`src/hw/alu_exec_pkg.sv`:
```
// Purpose: Shared constants and carriers for the instruction execute block
// Assumes: 14-bit instruction words, 8-bit data, 7-bit file addresses
// Notes: Opcode fields are matched on the upper bits of the word
package alu_exec_pkg;
  localparam int unsigned DATA_W = 8;    // Data path width
  localparam int unsigned ADDR_W = 7;    // File address width
  localparam int unsigned INSN_W = 14;   // Instruction word width
  // Field positions inside the instruction word
  localparam int unsigned DEST_POS = 7;  // Destination select bit
  localparam int unsigned BIT_LO = 7;    // Bit index low position
  localparam int unsigned CLASS_LO = 12; // Two-bit class field
  // Class prefixes
  localparam logic [1:0] CLASS_BYTE = 2'h0; // Byte-oriented file ops
  localparam logic [1:0] CLASS_BIT = 2'h1;  // Bit-oriented file ops
  localparam logic [1:0] CLASS_LIT = 2'h3;  // Literal ops
  // Byte-op codes in bits 11:8
  localparam logic [3:0] OP_ADD_FILE = 4'h7; // Add acc and file
  localparam logic [3:0] OP_AND_FILE = 4'h5; // And acc with file
  localparam logic [3:0] OP_CLR_GRP = 4'h1;  // Clear group (dest bit 1 = file)
  // Bit-op codes in bits 11:10
  localparam logic [1:0] BOP_CLEAR = 2'h0;   // Bit clear
  localparam logic [1:0] BOP_SET = 2'h1;     // Bit set
  localparam logic [1:0] BOP_SKIP0 = 2'h2;   // Skip if bit zero
  localparam logic [1:0] BOP_SKIP1 = 2'h3;   // Skip if bit one
  // Literal codes in bits 11:8, masked to ignore don't-care bits
  localparam logic [3:0] LIT_ADD_VAL = 4'he;  // Add literal, bit 8 ignored
  localparam logic [3:0] LIT_ADD_MASK = 4'he; // Mask for add literal
  localparam logic [3:0] LIT_AND_VAL = 4'h9;  // And literal exact code
  // Reset values
  localparam logic [7:0] ACC_RESET = 8'h00;  // Accumulator after reset
  localparam logic [7:0] ZERO_BYTE = 8'h00;  // Cleared file value

  // Status flags carried together
  typedef struct packed {
    logic carry;       // Carry out of bit 7
    logic nibble_ovf;  // Overflow out of bit 3
    logic zero;        // All-zero result
  } flags_s;

  // File write request
  typedef struct packed {
    logic en;                 // Write strobe
    logic [ADDR_W-1:0] addr;  // Target address
    logic [DATA_W-1:0] data;  // Value written
  } file_wr_s;
endpackage

```
`src/hw/alu_instruction_exec.sv`:
```
// Purpose: Executes add, and, bit set/clear, clear-file and bit-test-skip
// Assumes: Decoder gives one instruction word per valid cycle; file read is combinational
// Notes: Skips flush the following word by turning it into a no-operation
// Functional notes
// - Add literal to accumulator, update three flags
// - Add accumulator and file, update three flags
// - Destination bit zero accumulator, one file
// - And accumulator with file, zero only
// - And literal into accumulator, zero only
// - Bit clear leaves other bits, flags
// - Bit set leaves other bits, flags
// - Skip when bit one, two cycles
// - Skip when bit zero, two cycles
// - Clear file writes zero, sets zero
// - Bit ops use 01 prefix encoding
`timescale 1ns/1ps
`default_nettype none
module alu_instruction_exec (
  input wire logic clock_i,                                    // Core instruction clock
  input wire logic rst_i,                                      // Synchronous reset
  input wire logic insn_valid_i,                               // Instruction word present
  input wire logic [alu_exec_pkg::INSN_W-1:0] insn_i,          // Instruction word
  input wire logic [alu_exec_pkg::DATA_W-1:0] file_rdata_i,    // Addressed file contents
  output logic [alu_exec_pkg::ADDR_W-1:0] file_addr_o,         // File read address
  output alu_exec_pkg::file_wr_s file_wr_o,                    // Registered file write
  output logic [alu_exec_pkg::DATA_W-1:0] acc_o,               // Accumulator
  output alu_exec_pkg::flags_s flags_o,                        // Status flags
  output logic skip_active_o                                   // Current word is discarded
);
  import alu_exec_pkg::*;

  // Decoded fields
  logic [1:0] cls;
  logic [3:0] bop4;
  logic [1:0] bop;
  logic dest;
  logic [2:0] bidx;
  logic [ADDR_W-1:0] faddr;
  logic [DATA_W-1:0] lit;
  logic sel_bit;
  logic do_exec;

  assign cls = insn_i[CLASS_LO +: 2];
  assign bop4 = insn_i[11:8];
  assign bop = insn_i[11:10];
  assign dest = insn_i[DEST_POS];
  assign bidx = insn_i[BIT_LO +: 3];
  assign faddr = insn_i[ADDR_W-1:0];
  assign lit = insn_i[DATA_W-1:0];
  assign file_addr_o = faddr;
  assign sel_bit = file_rdata_i[bidx];

  // State
  logic [DATA_W-1:0] acc_q;
  flags_s flags_q;
  file_wr_s wr_q;
  logic skip_q;

  // A skipped word executes as a no-operation
  assign do_exec = insn_valid_i && !skip_q;

  // Combinational execute results
  logic [DATA_W-1:0] res;
  logic res_to_acc;
  logic res_to_file;
  logic upd_arith;
  logic upd_zero;
  logic force_zero;
  logic skip_d;
  logic [DATA_W:0] sum9;
  logic [4:0] sum5;
  logic [DATA_W-1:0] add_b;

  // Add operand picks literal or file value
  always_comb begin
    add_b = (cls == CLASS_LIT) ? lit : file_rdata_i;
    sum9 = {1'b0, acc_q} + {1'b0, add_b};
    sum5 = {1'b0, acc_q[3:0]} + {1'b0, add_b[3:0]};
  end

  // Instruction decode and result select
  always_comb begin
    res = ZERO_BYTE;
    res_to_acc = 1'b0;
    res_to_file = 1'b0;
    upd_arith = 1'b0;
    upd_zero = 1'b0;
    force_zero = 1'b0;
    skip_d = 1'b0;
    if (do_exec) begin
      unique case (cls)
        CLASS_BYTE: begin
          if (bop4 == OP_ADD_FILE) begin
            res = sum9[DATA_W-1:0];
            res_to_acc = !dest;
            res_to_file = dest;
            upd_arith = 1'b1;
          end else if (bop4 == OP_AND_FILE) begin
            res = acc_q & file_rdata_i;
            res_to_acc = !dest;
            res_to_file = dest;
            upd_zero = 1'b1;
          end else if (bop4 == OP_CLR_GRP && dest) begin
            res = ZERO_BYTE;
            res_to_file = 1'b1;
            force_zero = 1'b1;
          end else begin
            // Other byte ops handled elsewhere
            res = ZERO_BYTE;
          end
        end
        CLASS_BIT: begin
          // Bit ops: 01 prefix then two-bit code
          unique case (bop)
            BOP_CLEAR: begin
              res = file_rdata_i & ~(8'h01 << bidx);
              res_to_file = 1'b1;
            end
            BOP_SET: begin
              res = file_rdata_i | (8'h01 << bidx);
              res_to_file = 1'b1;
            end
            BOP_SKIP0: skip_d = !sel_bit;
            BOP_SKIP1: skip_d = sel_bit;
          endcase
        end
        CLASS_LIT: begin
          if ((bop4 & LIT_ADD_MASK) == LIT_ADD_VAL) begin
            res = sum9[DATA_W-1:0];
            res_to_acc = 1'b1;
            upd_arith = 1'b1;
          end else if (bop4 == LIT_AND_VAL) begin
            res = acc_q & lit;
            res_to_acc = 1'b1;
            upd_zero = 1'b1;
          end else begin
            // Other literal ops handled elsewhere
            res = ZERO_BYTE;
          end
        end
        default: begin
          // Branch class belongs to the sequencer
          res = ZERO_BYTE;
        end
      endcase
    end
  end

  // Accumulator update
  always_ff @(posedge clock_i) begin
    if (rst_i) begin
      acc_q <= ACC_RESET;
    end else if (res_to_acc) begin
      acc_q <= res;
    end
  end

  // Flag update; bit ops never reach here
  always_ff @(posedge clock_i) begin
    if (rst_i) begin
      flags_q <= '0;
    end else if (upd_arith) begin
      flags_q.carry <= sum9[DATA_W];
      flags_q.nibble_ovf <= sum5[4];
      flags_q.zero <= (res == ZERO_BYTE);
    end else if (upd_zero) begin
      flags_q.zero <= (res == ZERO_BYTE);
    end else if (force_zero) begin
      flags_q.zero <= 1'b1;
    end
  end

  // Registered file write, one cycle strobe
  always_ff @(posedge clock_i) begin
    if (rst_i) begin
      wr_q <= '0;
    end else begin
      wr_q.en <= res_to_file;
      wr_q.addr <= faddr;
      wr_q.data <= res;
    end
  end

  // Skip marker kills exactly the next valid word
  always_ff @(posedge clock_i) begin
    if (rst_i) begin
      skip_q <= 1'b0;
    end else if (skip_d) begin
      skip_q <= 1'b1;
    end else if (insn_valid_i) begin
      skip_q <= 1'b0;
    end
  end

  assign acc_o = acc_q;
  assign flags_o = flags_q;
  assign file_wr_o = wr_q;
  assign skip_active_o = skip_q;

  // Assertions
  property p_add_lit;
    @(posedge clock_i) disable iff (rst_i)
    (do_exec && cls == CLASS_LIT && bop4[3:1] == 3'h7)
      |=> (acc_q == $past(acc_q) + $past(lit))
          && (flags_q.carry == ((9'h000 + $past(acc_q) + $past(lit)) > 9'h0ff))
          && (flags_q.nibble_ovf == ((5'h00 + $past(acc_q[3:0]) + $past(lit[3:0])) > 5'h0f))
          && (flags_q.zero == (acc_q == 8'h00));
  endproperty
  a_add_lit: assert property (p_add_lit) else $error("add literal wrong");

  property p_dest_file;
    @(posedge clock_i) disable iff (rst_i)
    (do_exec && cls == CLASS_BYTE && bop4 == OP_ADD_FILE && dest)
      |=> file_wr_o.en && $stable(acc_q) && file_wr_o.data == $past(acc_q) + $past(file_rdata_i);
  endproperty
  a_dest_file: assert property (p_dest_file) else $error("dest file wrong");

  property p_add_file_acc;
    @(posedge clock_i) disable iff (rst_i)
    (do_exec && cls == CLASS_BYTE && bop4 == OP_ADD_FILE && !dest)
      |=> !file_wr_o.en && acc_q == $past(acc_q) + $past(file_rdata_i);
  endproperty
  a_add_file_acc: assert property (p_add_file_acc) else $error("add file wrong");

  property p_and_file;
    @(posedge clock_i) disable iff (rst_i)
    (do_exec && cls == CLASS_BYTE && bop4 == OP_AND_FILE)
      |=> $stable(flags_q.carry) && $stable(flags_q.nibble_ovf)
          && flags_q.zero == ($past(acc_q & file_rdata_i) == 8'h00);
  endproperty
  a_and_file: assert property (p_and_file) else $error("and file flags wrong");

  property p_and_lit;
    @(posedge clock_i) disable iff (rst_i)
    (do_exec && cls == CLASS_LIT && bop4 == LIT_AND_VAL)
      |=> acc_q == ($past(acc_q) & $past(lit)) && $stable(flags_q.carry);
  endproperty
  a_and_lit: assert property (p_and_lit) else $error("and literal wrong");

  property p_bit_clr;
    @(posedge clock_i) disable iff (rst_i)
    (do_exec && cls == CLASS_BIT && bop == BOP_CLEAR)
      |=> file_wr_o.en && !file_wr_o.data[$past(bidx)] && $stable(flags_q);
  endproperty
  a_bit_clr: assert property (p_bit_clr) else $error("bit clear wrong");

  property p_bit_set;
    @(posedge clock_i) disable iff (rst_i)
    (do_exec && cls == CLASS_BIT && bop == BOP_SET)
      |=> file_wr_o.en && file_wr_o.data[$past(bidx)] && $stable(flags_q);
  endproperty
  a_bit_set: assert property (p_bit_set) else $error("bit set wrong");

  property p_skip1;
    @(posedge clock_i) disable iff (rst_i)
    (do_exec && cls == CLASS_BIT && bop == BOP_SKIP1 && sel_bit) |=> skip_q;
  endproperty
  a_skip1: assert property (p_skip1) else $error("skip on one missed");

  property p_skip0;
    @(posedge clock_i) disable iff (rst_i)
    (do_exec && cls == CLASS_BIT && bop == BOP_SKIP0) |=> (skip_q == !$past(sel_bit));
  endproperty
  a_skip0: assert property (p_skip0) else $error("skip on zero wrong");

  property p_file_zero_op;
    @(posedge clock_i) disable iff (rst_i)
    (do_exec && cls == CLASS_BYTE && bop4 == OP_CLR_GRP && dest)
      |=> flags_q.zero && file_wr_o.en && file_wr_o.data == 8'h00;
  endproperty
  a_file_zero_op: assert property (p_file_zero_op) else $error("clear file wrong");

  property p_skip_nop;
    @(posedge clock_i) disable iff (rst_i)
    (skip_q && insn_valid_i) |=> $stable(acc_q) && !file_wr_o.en;
  endproperty
  a_skip_nop: assert property (p_skip_nop) else $error("skipped word executed");

  property p_skip_hold;
    @(posedge clock_i) disable iff (rst_i)
    (skip_q && !insn_valid_i) |=> skip_q;
  endproperty
  a_skip_hold: assert property (p_skip_hold) else $error("discard lost");

  property p_test_quiet;
    @(posedge clock_i) disable iff (rst_i)
    (do_exec && cls == CLASS_BIT && bop[1])
      |=> $stable(flags_q) && $stable(acc_q) && !file_wr_o.en;
  endproperty
  a_test_quiet: assert property (p_test_quiet) else $error("test changed state");

  property p_bit_keep;
    @(posedge clock_i) disable iff (rst_i)
    (do_exec && cls == CLASS_BIT && !bop[1])
      |=> ((file_wr_o.data ^ $past(file_rdata_i)) & ~(8'h01 << $past(bidx))) == 8'h00;
  endproperty
  a_bit_keep: assert property (p_bit_keep) else $error("other bits touched");

  property p_and_dest;
    @(posedge clock_i) disable iff (rst_i)
    (do_exec && cls == CLASS_BYTE && bop4 == OP_AND_FILE && dest)
      |=> file_wr_o.en && $stable(acc_q)
          && file_wr_o.data == ($past(acc_q) & $past(file_rdata_i));
  endproperty
  a_and_dest: assert property (p_and_dest) else $error("and dest wrong");

  property p_lit_no_file;
    @(posedge clock_i) disable iff (rst_i)
    (do_exec && cls == CLASS_LIT) |=> !file_wr_o.en;
  endproperty
  a_lit_no_file: assert property (p_lit_no_file) else $error("literal wrote file");
endmodule // alu_instruction_exec
`default_nettype wire

```
`config.mk`:
```
export PLATFORM = sky130hd
export DESIGN_NAME = alu_instruction_exec
export DESIGN_NICKNAME = d
export VERILOG_FILES = /design/src/hw/alu_exec_pkg.sv /design/src/hw/alu_instruction_exec.sv
export SDC_FILE = /design/constraint.sdc
export NUM_CORES = 1
export LEC_CHECK = 0
export BUFFER_PORTS_ARGS = -buffer_cell sky130_fd_sc_hd__buf_2
export CORE_UTILIZATION = 50
export CTS_BUF_LIST = sky130_fd_sc_hd__clkbuf_4
export CTS_CLUSTER_SIZE = 16
export DETAILED_ROUTE_END_ITERATION = 6
export PLACE_DENSITY = 0.77
export REMOVE_ABC_BUFFERS = 1
export SYNTH_ARGS = -nofsm -noshare
export SYNTH_HDL_FRONTEND = slang
export SYNTH_SLANG_ARGS = --single-unit
```
`constraint.sdc`:
```
create_clock -name clock_i -period 4.1 [get_ports clock_i]
set_clock_uncertainty 0.15 [all_clocks]
set_input_delay 0.82 -clock clock_i [delete_from_list [all_inputs] [get_ports clock_i]]
set_output_delay 0.82 -clock clock_i [all_outputs]
set_load 0.005 [all_outputs]
```
==> results.json, run 1 <==
{
  "final_layout_size_suffix_gt1_share_pct": 30.8,
  "cp.depth": 11,
  "synthTopCellsByArea": "dfxtp_1 26%, ha_1 8.2%, mux2_2 4.2%, nor2_1 4.0%, nand2_1 3.3%",
  "antenna_found_initial": 0,
  "cts_resized": 0,
  "cpMostUsedCell": "ha_1",
  "fin_crit_sh_pct": 82.1,
  "cts_sinks": 28,
  "gp_congestion": 0.908,
  "cts-root-buf": "clkbuf_4",
  "worstReg2RegEnd": "flags_o[0]",
  "async_flop_share_pct": 0,
  "rsz0062_at_grt": "false",
  "rows": 23,
  "clock_path_buffers": 2,
  "diodes": 0,
  "clkLatencyLatePin_ps": 340,
  "drc": 0,
  "crit_type": "input port to flop",
  "fin_nets": 330,
  "yosys.area.top_type": "dfxtp_1",
  "clkSlewWorstSetupHoldPaths_ps": 170,
  "cts_tree": "done",
  "cp.arrival_ps": 3500,
  "path_max_fanout": 3,
  "r2r_cells": 8,
  "start_util_pct": 52.7,
  "rrSetupSlack_ps": 1450,
  "regToRegStartpoint": "acc_o[0]",
  "dieArea_mm2": 0.00454,
  "cts-buffers-inserted": 3,
  "finalPower_uw": 597,
  "crit_family": "compound AO/OA/AOI/OAI gates",
  "synth_edf_count": 0,
  "grt_remaining_overflow": 0,
  "synthToLayoutAreaGrowth_pct": 13.6,
  "worstMarginPinSlew_ps": 793,
  "slowest_stage": "fa_1",
  "pre_cts_slack_ps": 358,
  "grt_util_all_layers_pct": 26.9,
  "seq_area_um2": 561,
  "ctsHoldBuffers": 0,
  "path_cells": "buf_2 > ha_1 > mux2_2 > ha_1 > fa_1 > a21o_2 > a21oi_1 > xnor2_1 > a221oi_1 > nand4_1 > o31ai_1",
  "drt_iter0_drc": 204,
  "setup_viol": 0,
  "power_leakage_uw": 0.00110,
  "finalWorstSetupSlack_ps": 733,
  "fin_crit_ps": 3370,
  "max-vdd-ir-drop_mv": 0.151,
  "fmax_ghz": 0.297,
  "pin_count": 60,
  "p_per_area_mw_per_mm2": 246,
  "ys_warn_count": 0,
  "wl_per_cell_um": 17.1,
  "routed_via_density": 5.87,
  "synth_cell_types": 63,
  "multiInputGateArea_mm2": 0.00144,
  "post-cts-setup-buffers": 0,
  "nFillCells": 383,
  "antenna_left": 0,
  "dp_hpwl_um": 4430,
  "whs_ps": 352,
  "min-delay-path-class": "flop to flop",
  "dp_cells": 335,
  "maxSlewViolCount": 0,
  "synth_top_area_share_pct": 26.2,
  "die_y_um": 67.4,
  "seq_area_frac_synth_pct": 26.2,
  "maxCapViolations": 0,
  "max_slew_margin_pct": 46.8,
  "die_w_um": 67.4,
  "ys_seq_elements": 28,
  "max_stage_delay_ps": 410,
  "grt_pass1_vias": 1788,
  "dr_total_vias": 1990,
  "netlist_instances": 243,
  "stdcell_count": 339,
  "grt_pass1_wl_um": 9130,
  "avgSynthCellArea_um2": 8.79,
  "synthesis.area_mm2": 0.00214,
  "status": "finished, final reports clean",
  "synth_flop_cell": "dfxtp_1",
  "critical_path_required_ps": 4230,
  "core-area_mm2": 0.00406,
  "io_buffers": 59,
  "start_kind": "input port",
  "setup_tns_ps": 0,
  "cts.htree.levels": 1,
  "totalWireLength_um": 5790,
  "grt_max_degree": 29,
  "cp-end-kind": "flop",
  "cp-endpoint": "flags_o[0]",
  "first_pass_iters": 5,
  "finalHoldViolations": 0,
  "cp_num_buf_inv": 1,
  "cp-startpoint": "insn_i[12]"
}
[power by group]
| group | internal (µW) | switching, µW | total [µW] | leakage [µW] |
|---|---|---|---|---|
| Sequential | 278 | 1.73 | 280 | 0.000228 |
| Clock | 98.8 | 91.4 | 190 | 0.0000279 |
| Combinational | 54.3 | 72.8 | 127 | 0.000844 |
| Total | 431 | 166 | 597 | 0.00110 |
[layout make-up]
| class | instances | share of cell area, % |
|---|---|---|
| multi-input cells | 193 | 59.1 |
| flip-flops and latches | 28 | 23.1 |
| repair buffers | 60 | 12.5 |
| well taps | 50 | 2.58 |
| clock inverters | 1 | 1.24 |
| clock buffers | 3 | 0.927 |
| inverters | 4 | 0.618 |
[kinds of logic (layout without fill, tap and decap cells)]
kind of cell / count (synthesis) / in the layout / share of synthesized area [%]
buf+inv: 22 / 68 / 6.62
simple gates: 96 / 96 / 25.3
compound gates: 59 / 59 / 20.6
xor+xnor: 6 / 6 / 2.46
mux: 17 / 17 / 9.66
flops: 28 / 28 / 26.2
fa+ha+maj: 15 / 15 / 9.13
[synthesized netlist by cell type (5+ instances only)]
library cell  instances
dfxtp_1              28
a21oi_1              11
mux2i_1               6
nand2_1              19
nor2_1               23
mux2_2                8
ha_1                 14
nor2b_1               9
and2_1                5
nor3_1                8
o21ai_0               9
buf_4                 9
[how the worst min path moves through the flow]
stage / start / to / slack (ps) / depth (start not counted)
after floorplan: skip_active_o / skip_active_o / 320 / 2
after global placement: skip_active_o / skip_active_o / 320 / 2
after detailed placement: skip_active_o / skip_active_o / 330 / 2
after CTS: skip_active_o / skip_active_o / 350 / 2
after global routing: skip_active_o / skip_active_o / 380 / 2
final: skip_active_o / skip_active_o / 350 / 2
[per-layer routing]
metal  routed length, µm  vias to the layer above  part of all wire, %  track usage, %
met3                 365                       16                  6.3            3.04
met4                 179                        0                  3.1            10.9
met5                   0                        -                    0               0
met2                2550                       89                   44            41.5
li1                    -                      975                    -               -
met1                2690                      910                   46            37.7
[worst min-delay path: stages (launching register included)]
cell and delay (ps):
dfxtp_1 360, nand2b_1 70, a21oi_1 60
[cell usage in the layout (no fill, tap or decap), types with 3 or more instances in the layout]
cell,netlist,layout
buf_2,2,59
dfxtp_1,28,28
nor2_1,23,23
nand2_1,19,19
ha_1,14,14
a21oi_1,11,11
o21ai_0,9,9
nor2b_1,9,9
mux2_2,8,8
nor3_1,8,8
mux2i_1,6,6
and2_1,5,5
inv_1,4,4
a211oi_1,4,4
nand3_1,4,4
nand2b_1,4,4
o21a_1,4,4
or3_1,4,4
xor2_1,3,3
nand4_1,3,3
a221oi_1,3,3
a22o_1,3,3
xnor2_1,3,3
o22ai_1,3,3
clkbuf_4,0,3
[stage by stage]
step | utilization, % | instance area (µm²)
5_1_grt | 59.9 | 2430
2_1_floorplan | - | 2010
3_3_place_gp | 58.6 | 2380
3_5_place_dp | 58.6 | 2380
6_report | 59.9 | 2430
4_1_cts | 59.9 | 2430
[registers in the layout (all words and copies together) (netlist names)]
signal         cells
skip_active_o      1
acc_o              8
flags_o            3
file_wr_o         16
No activity file was read; power rests on OpenSTA's default activity.
==> run 2, diff against run 1 <==
--- a/config.mk
+++ b/config.mk
@@ -5,12 +5,13 @@
 export SDC_FILE = /design/constraint.sdc
 export NUM_CORES = 1
 export LEC_CHECK = 0
+export ABC_AREA = 1
 export BUFFER_PORTS_ARGS = -buffer_cell sky130_fd_sc_hd__buf_2
 export CORE_UTILIZATION = 50
 export CTS_BUF_LIST = sky130_fd_sc_hd__clkbuf_4
 export CTS_CLUSTER_SIZE = 16
 export DETAILED_ROUTE_END_ITERATION = 6
-export PLACE_DENSITY = 0.77
+export PLACE_DENSITY = 0.76
 export REMOVE_ABC_BUFFERS = 1
 export SYNTH_ARGS = -nofsm -noshare
 export SYNTH_HDL_FRONTEND = slang
==> constraint.sdc (replaced) <==
create_clock -name clock_i -period 3.1 [get_ports clock_i]
set_clock_uncertainty 0.15 [all_clocks]
set_input_delay 0.62 -clock clock_i [delete_from_list [all_inputs] [get_ports clock_i]]
set_output_delay 0.62 -clock clock_i [all_outputs]
set_load 0.005 [all_outputs]
==> run 2 against run 1 <==
Combinational power up 49%. Clock power up 33%. Global-route usage down 0.66 points. Synthesized cell count is 47% higher.
==> results.json, run 2 <==
{
  "status": "finished, final reports clean",
  "synth_cell_types": 32,
  "finalPower_uw": 815,
  "rsz0062_at_grt": "false",
  "synth_top_area_share_pct": 24.9,
  "cp_num_buf_inv": 3,
  "postLayoutCoreUtil_pct": 58.7,
  "ys_warn_count": 0,
  "drt_iter0_drc": 219,
  "core-area_mm2": 0.00432,
  "grt_pass1_wl_um": 10200,
  "finalHoldViolations": 0,
  "seq_area_frac_synth_pct": 24.9,
  "slowest_stage": "ha_1",
  "dr_total_vias": 2450,
  "synth_edf_count": 0,
  "cpMostUsedCell": "nand3_1",
  "die_y_um": 69.0,
  "grt_max_degree": 21,
  "first_pass_iters": 5,
  "crit_type": "input port to flop",
  "drc": 0,
  "ctsHoldBuffers": 0,
  "netlist_instances": 356,
  "grt_util_all_layers_pct": 26.2,
  "setup_viol": 0,
  "synthTopCellsByArea": "dfxtp_1 25%, nand2_1 16%, nand3_1 9.4%, ha_1 7.8%, inv_1 6.8%",
  "fin_nets": 444,
  "fmax_ghz": 0.350,
  "clkLatencyLatePin_ps": 350,
  "cp-end-kind": "flop",
  "clkSlewWorstSetupHoldPaths_ps": 170,
  "fin_crit_sh_pct": 92.2,
  "layout_common_cells": "93 x nand2_1, 59 x buf_2, 42 x nand3_1",
  "path_cells": "buf_2 > ha_1 > buf_4 > o21ai_0 > ha_1 > nand2_1 > inv_1 > a21oi_1 > nand3_1 > nand3_1 > nand2_1 > o21ai_0 > nand3_1 > a21oi_2",
  "gp_congestion": 0.911,
  "grt_remaining_overflow": 0,
  "cts-buffers-inserted": 3,
  "largest_reg_flops": 16,
  "finalWorstSetupSlack_ps": 241,
  "synthToLayoutAreaGrowth_pct": 13.0,
  "maxSlewViolCount": 0,
  "ys_seq_elements": 28,
  "max-vdd-ir-drop_mv": 0.156,
  "whs_ps": 325,
  "regToRegStartpoint": "acc_o[0]",
  "cp-startpoint": "insn_i[12]",
  "avgSynthCellArea_um2": 6.31,
  "nFillCells": 449,
  "dieArea_mm2": 0.00477,
  "cts.htree.levels": 1,
  "maxCapViolations": 0,
  "cts_resized": 0,
  "diodes": 0,
  "cp.depth": 14,
  "critical_path_required_ps": 3250,
  "synthesis.area_mm2": 0.00225,
  "synth_flop_cell": "dfxtp_1",
  "wl_per_cell_um": 13.8,
  "grt_pass1_vias": 2265,
  "start_util_pct": 52.0,
  "totalWireLength_um": 6290,
  "min-delay-path-class": "input port to flop",
  "path_max_fanout": 10,
  "p_per_area_mw_per_mm2": 321,
  "cp-endpoint": "flags_o[0]",
  "r2r_cells": 9,
  "yosys.area.top_type": "dfxtp_1",
  "fin_crit_ps": 2860,
  "final_layout_size_suffix_gt1_share_pct": 21.8,
  "pin_count": 60,
  "crit_family": "compound AO/OA/AOI/OAI gates",
  "worstReg2RegEnd": "flags_o[0]",
  "start_kind": "input port",
  "power_leakage_uw": 0.00141,
  "max_stage_delay_ps": 330,
  "max_slew_margin_pct": 63.7,
  "antenna_left": 0,
  "setup_tns_ps": 0,
  "post-cts-setup-buffers": 0,
  "worstMarginPinSlew_ps": 545,
  "antenna_found_initial": 0,
  "dp_hpwl_um": 4790,
  "cts_sinks": 28,
  "final_common_cell": "nand2_1",
  "synth_common_cells": "93 x nand2_1, 42 x nand3_1, 41 x inv_1, 39 x nor2_1, 28 x dfxtp_1",
  "clock_path_buffers": 2,
  "cts_tree": "done",
  "rrSetupSlack_ps": 870,
  "pre_cts_slack_ps": -70.6,
  "min-delay-start": "insn_i[3]",
  "synthMostInstantiatedCell": "nand2_1",
  "die_w_um": 69.0,
  "cp.arrival_ps": 3010,
  "async_flop_share_pct": 0,
  "io_buffers": 59,
  "hold_depth": 3,
  "routed_via_density": 5.38,
  "cts-root-buf": "clkbuf_4",
  "rows": 24
}
[run 2: changes by cell type in the layout (fill, tap and decap cells not counted), sizes merged, moves of 7 or more]
cell	previous run	this run
nand2	19	99
inv	4	46
nand3	4	44
nor2	23	46
o21ai	11	23
mux2	9	0
nor2b	9	0
a21oi	12	19
and2	7	0
[run 2: where the power goes]
part / switching (µW) / total, µW / internal [µW]
combinational: 123 / 189 / 65.8
clock: 121 / 252 / 131
sequential: 4.25 / 373 / 369
total: 249 / 815 / 566
[run 2: layout make-up]
class | count | area [µm²] | area share, %
Timing Repair Buffer | 61 | 310 | 12.2
Clock buffer | 3 | 22.5 | 0.887
Clock inverter | 1 | 30.0 | 1.18
Inverter | 46 | 173 | 6.80
Multi-Input combinational cell | 264 | 1380 | 54.3
Sequential cell | 28 | 561 | 22.1
Tap cell | 52 | 65.1 | 2.56
[run 2: layer usage]
layer  GRT usage (%)  vias to the layer above  wire length, µm
met5               0                        -                0
met1            32.5                     1092             2750
met4            9.52                        0              176
met3            3.07                       19              346
li1                -                     1236                -
met2            46.4                      103             3020
[run 2: worst reg2reg max path, stage by stage, from the launching register on]
cell	delay, ps
dfxtp_1	370
ha_1	240
fa_1	440
nand3_1	130
nand3b_1	90
nand3_1	100
nand3_1	100
o21ai_0	300
nand3_1	140
a21oi_2	120
[run 2: metrics by stage]
step,area [µm²],instances
3_3_place_gp,2490,451
2_1_floorplan,2110,338
5_1_grt,2540,455
3_5_place_dp,2490,451
4_1_cts,2540,455
6_report,2540,455
[run 2: worst min path at each step]
stage	to
finish	file_wr_o[11]
global route	file_wr_o[11]
CTS	file_wr_o[11]
detailed placement	flags_o[1]
global placement	flags_o[1]
floorplan	flags_o[1]
[run 2: logic make-up after synthesis]
kind of cell	share of synthesized area, %
adders and majority gates	8.69
xor gates and xnor gates	0.390
AOI/OAI and AO/OA	12.6
and+or+nand+nor	39.6
DFF	24.9
buffers and inverters	13.8
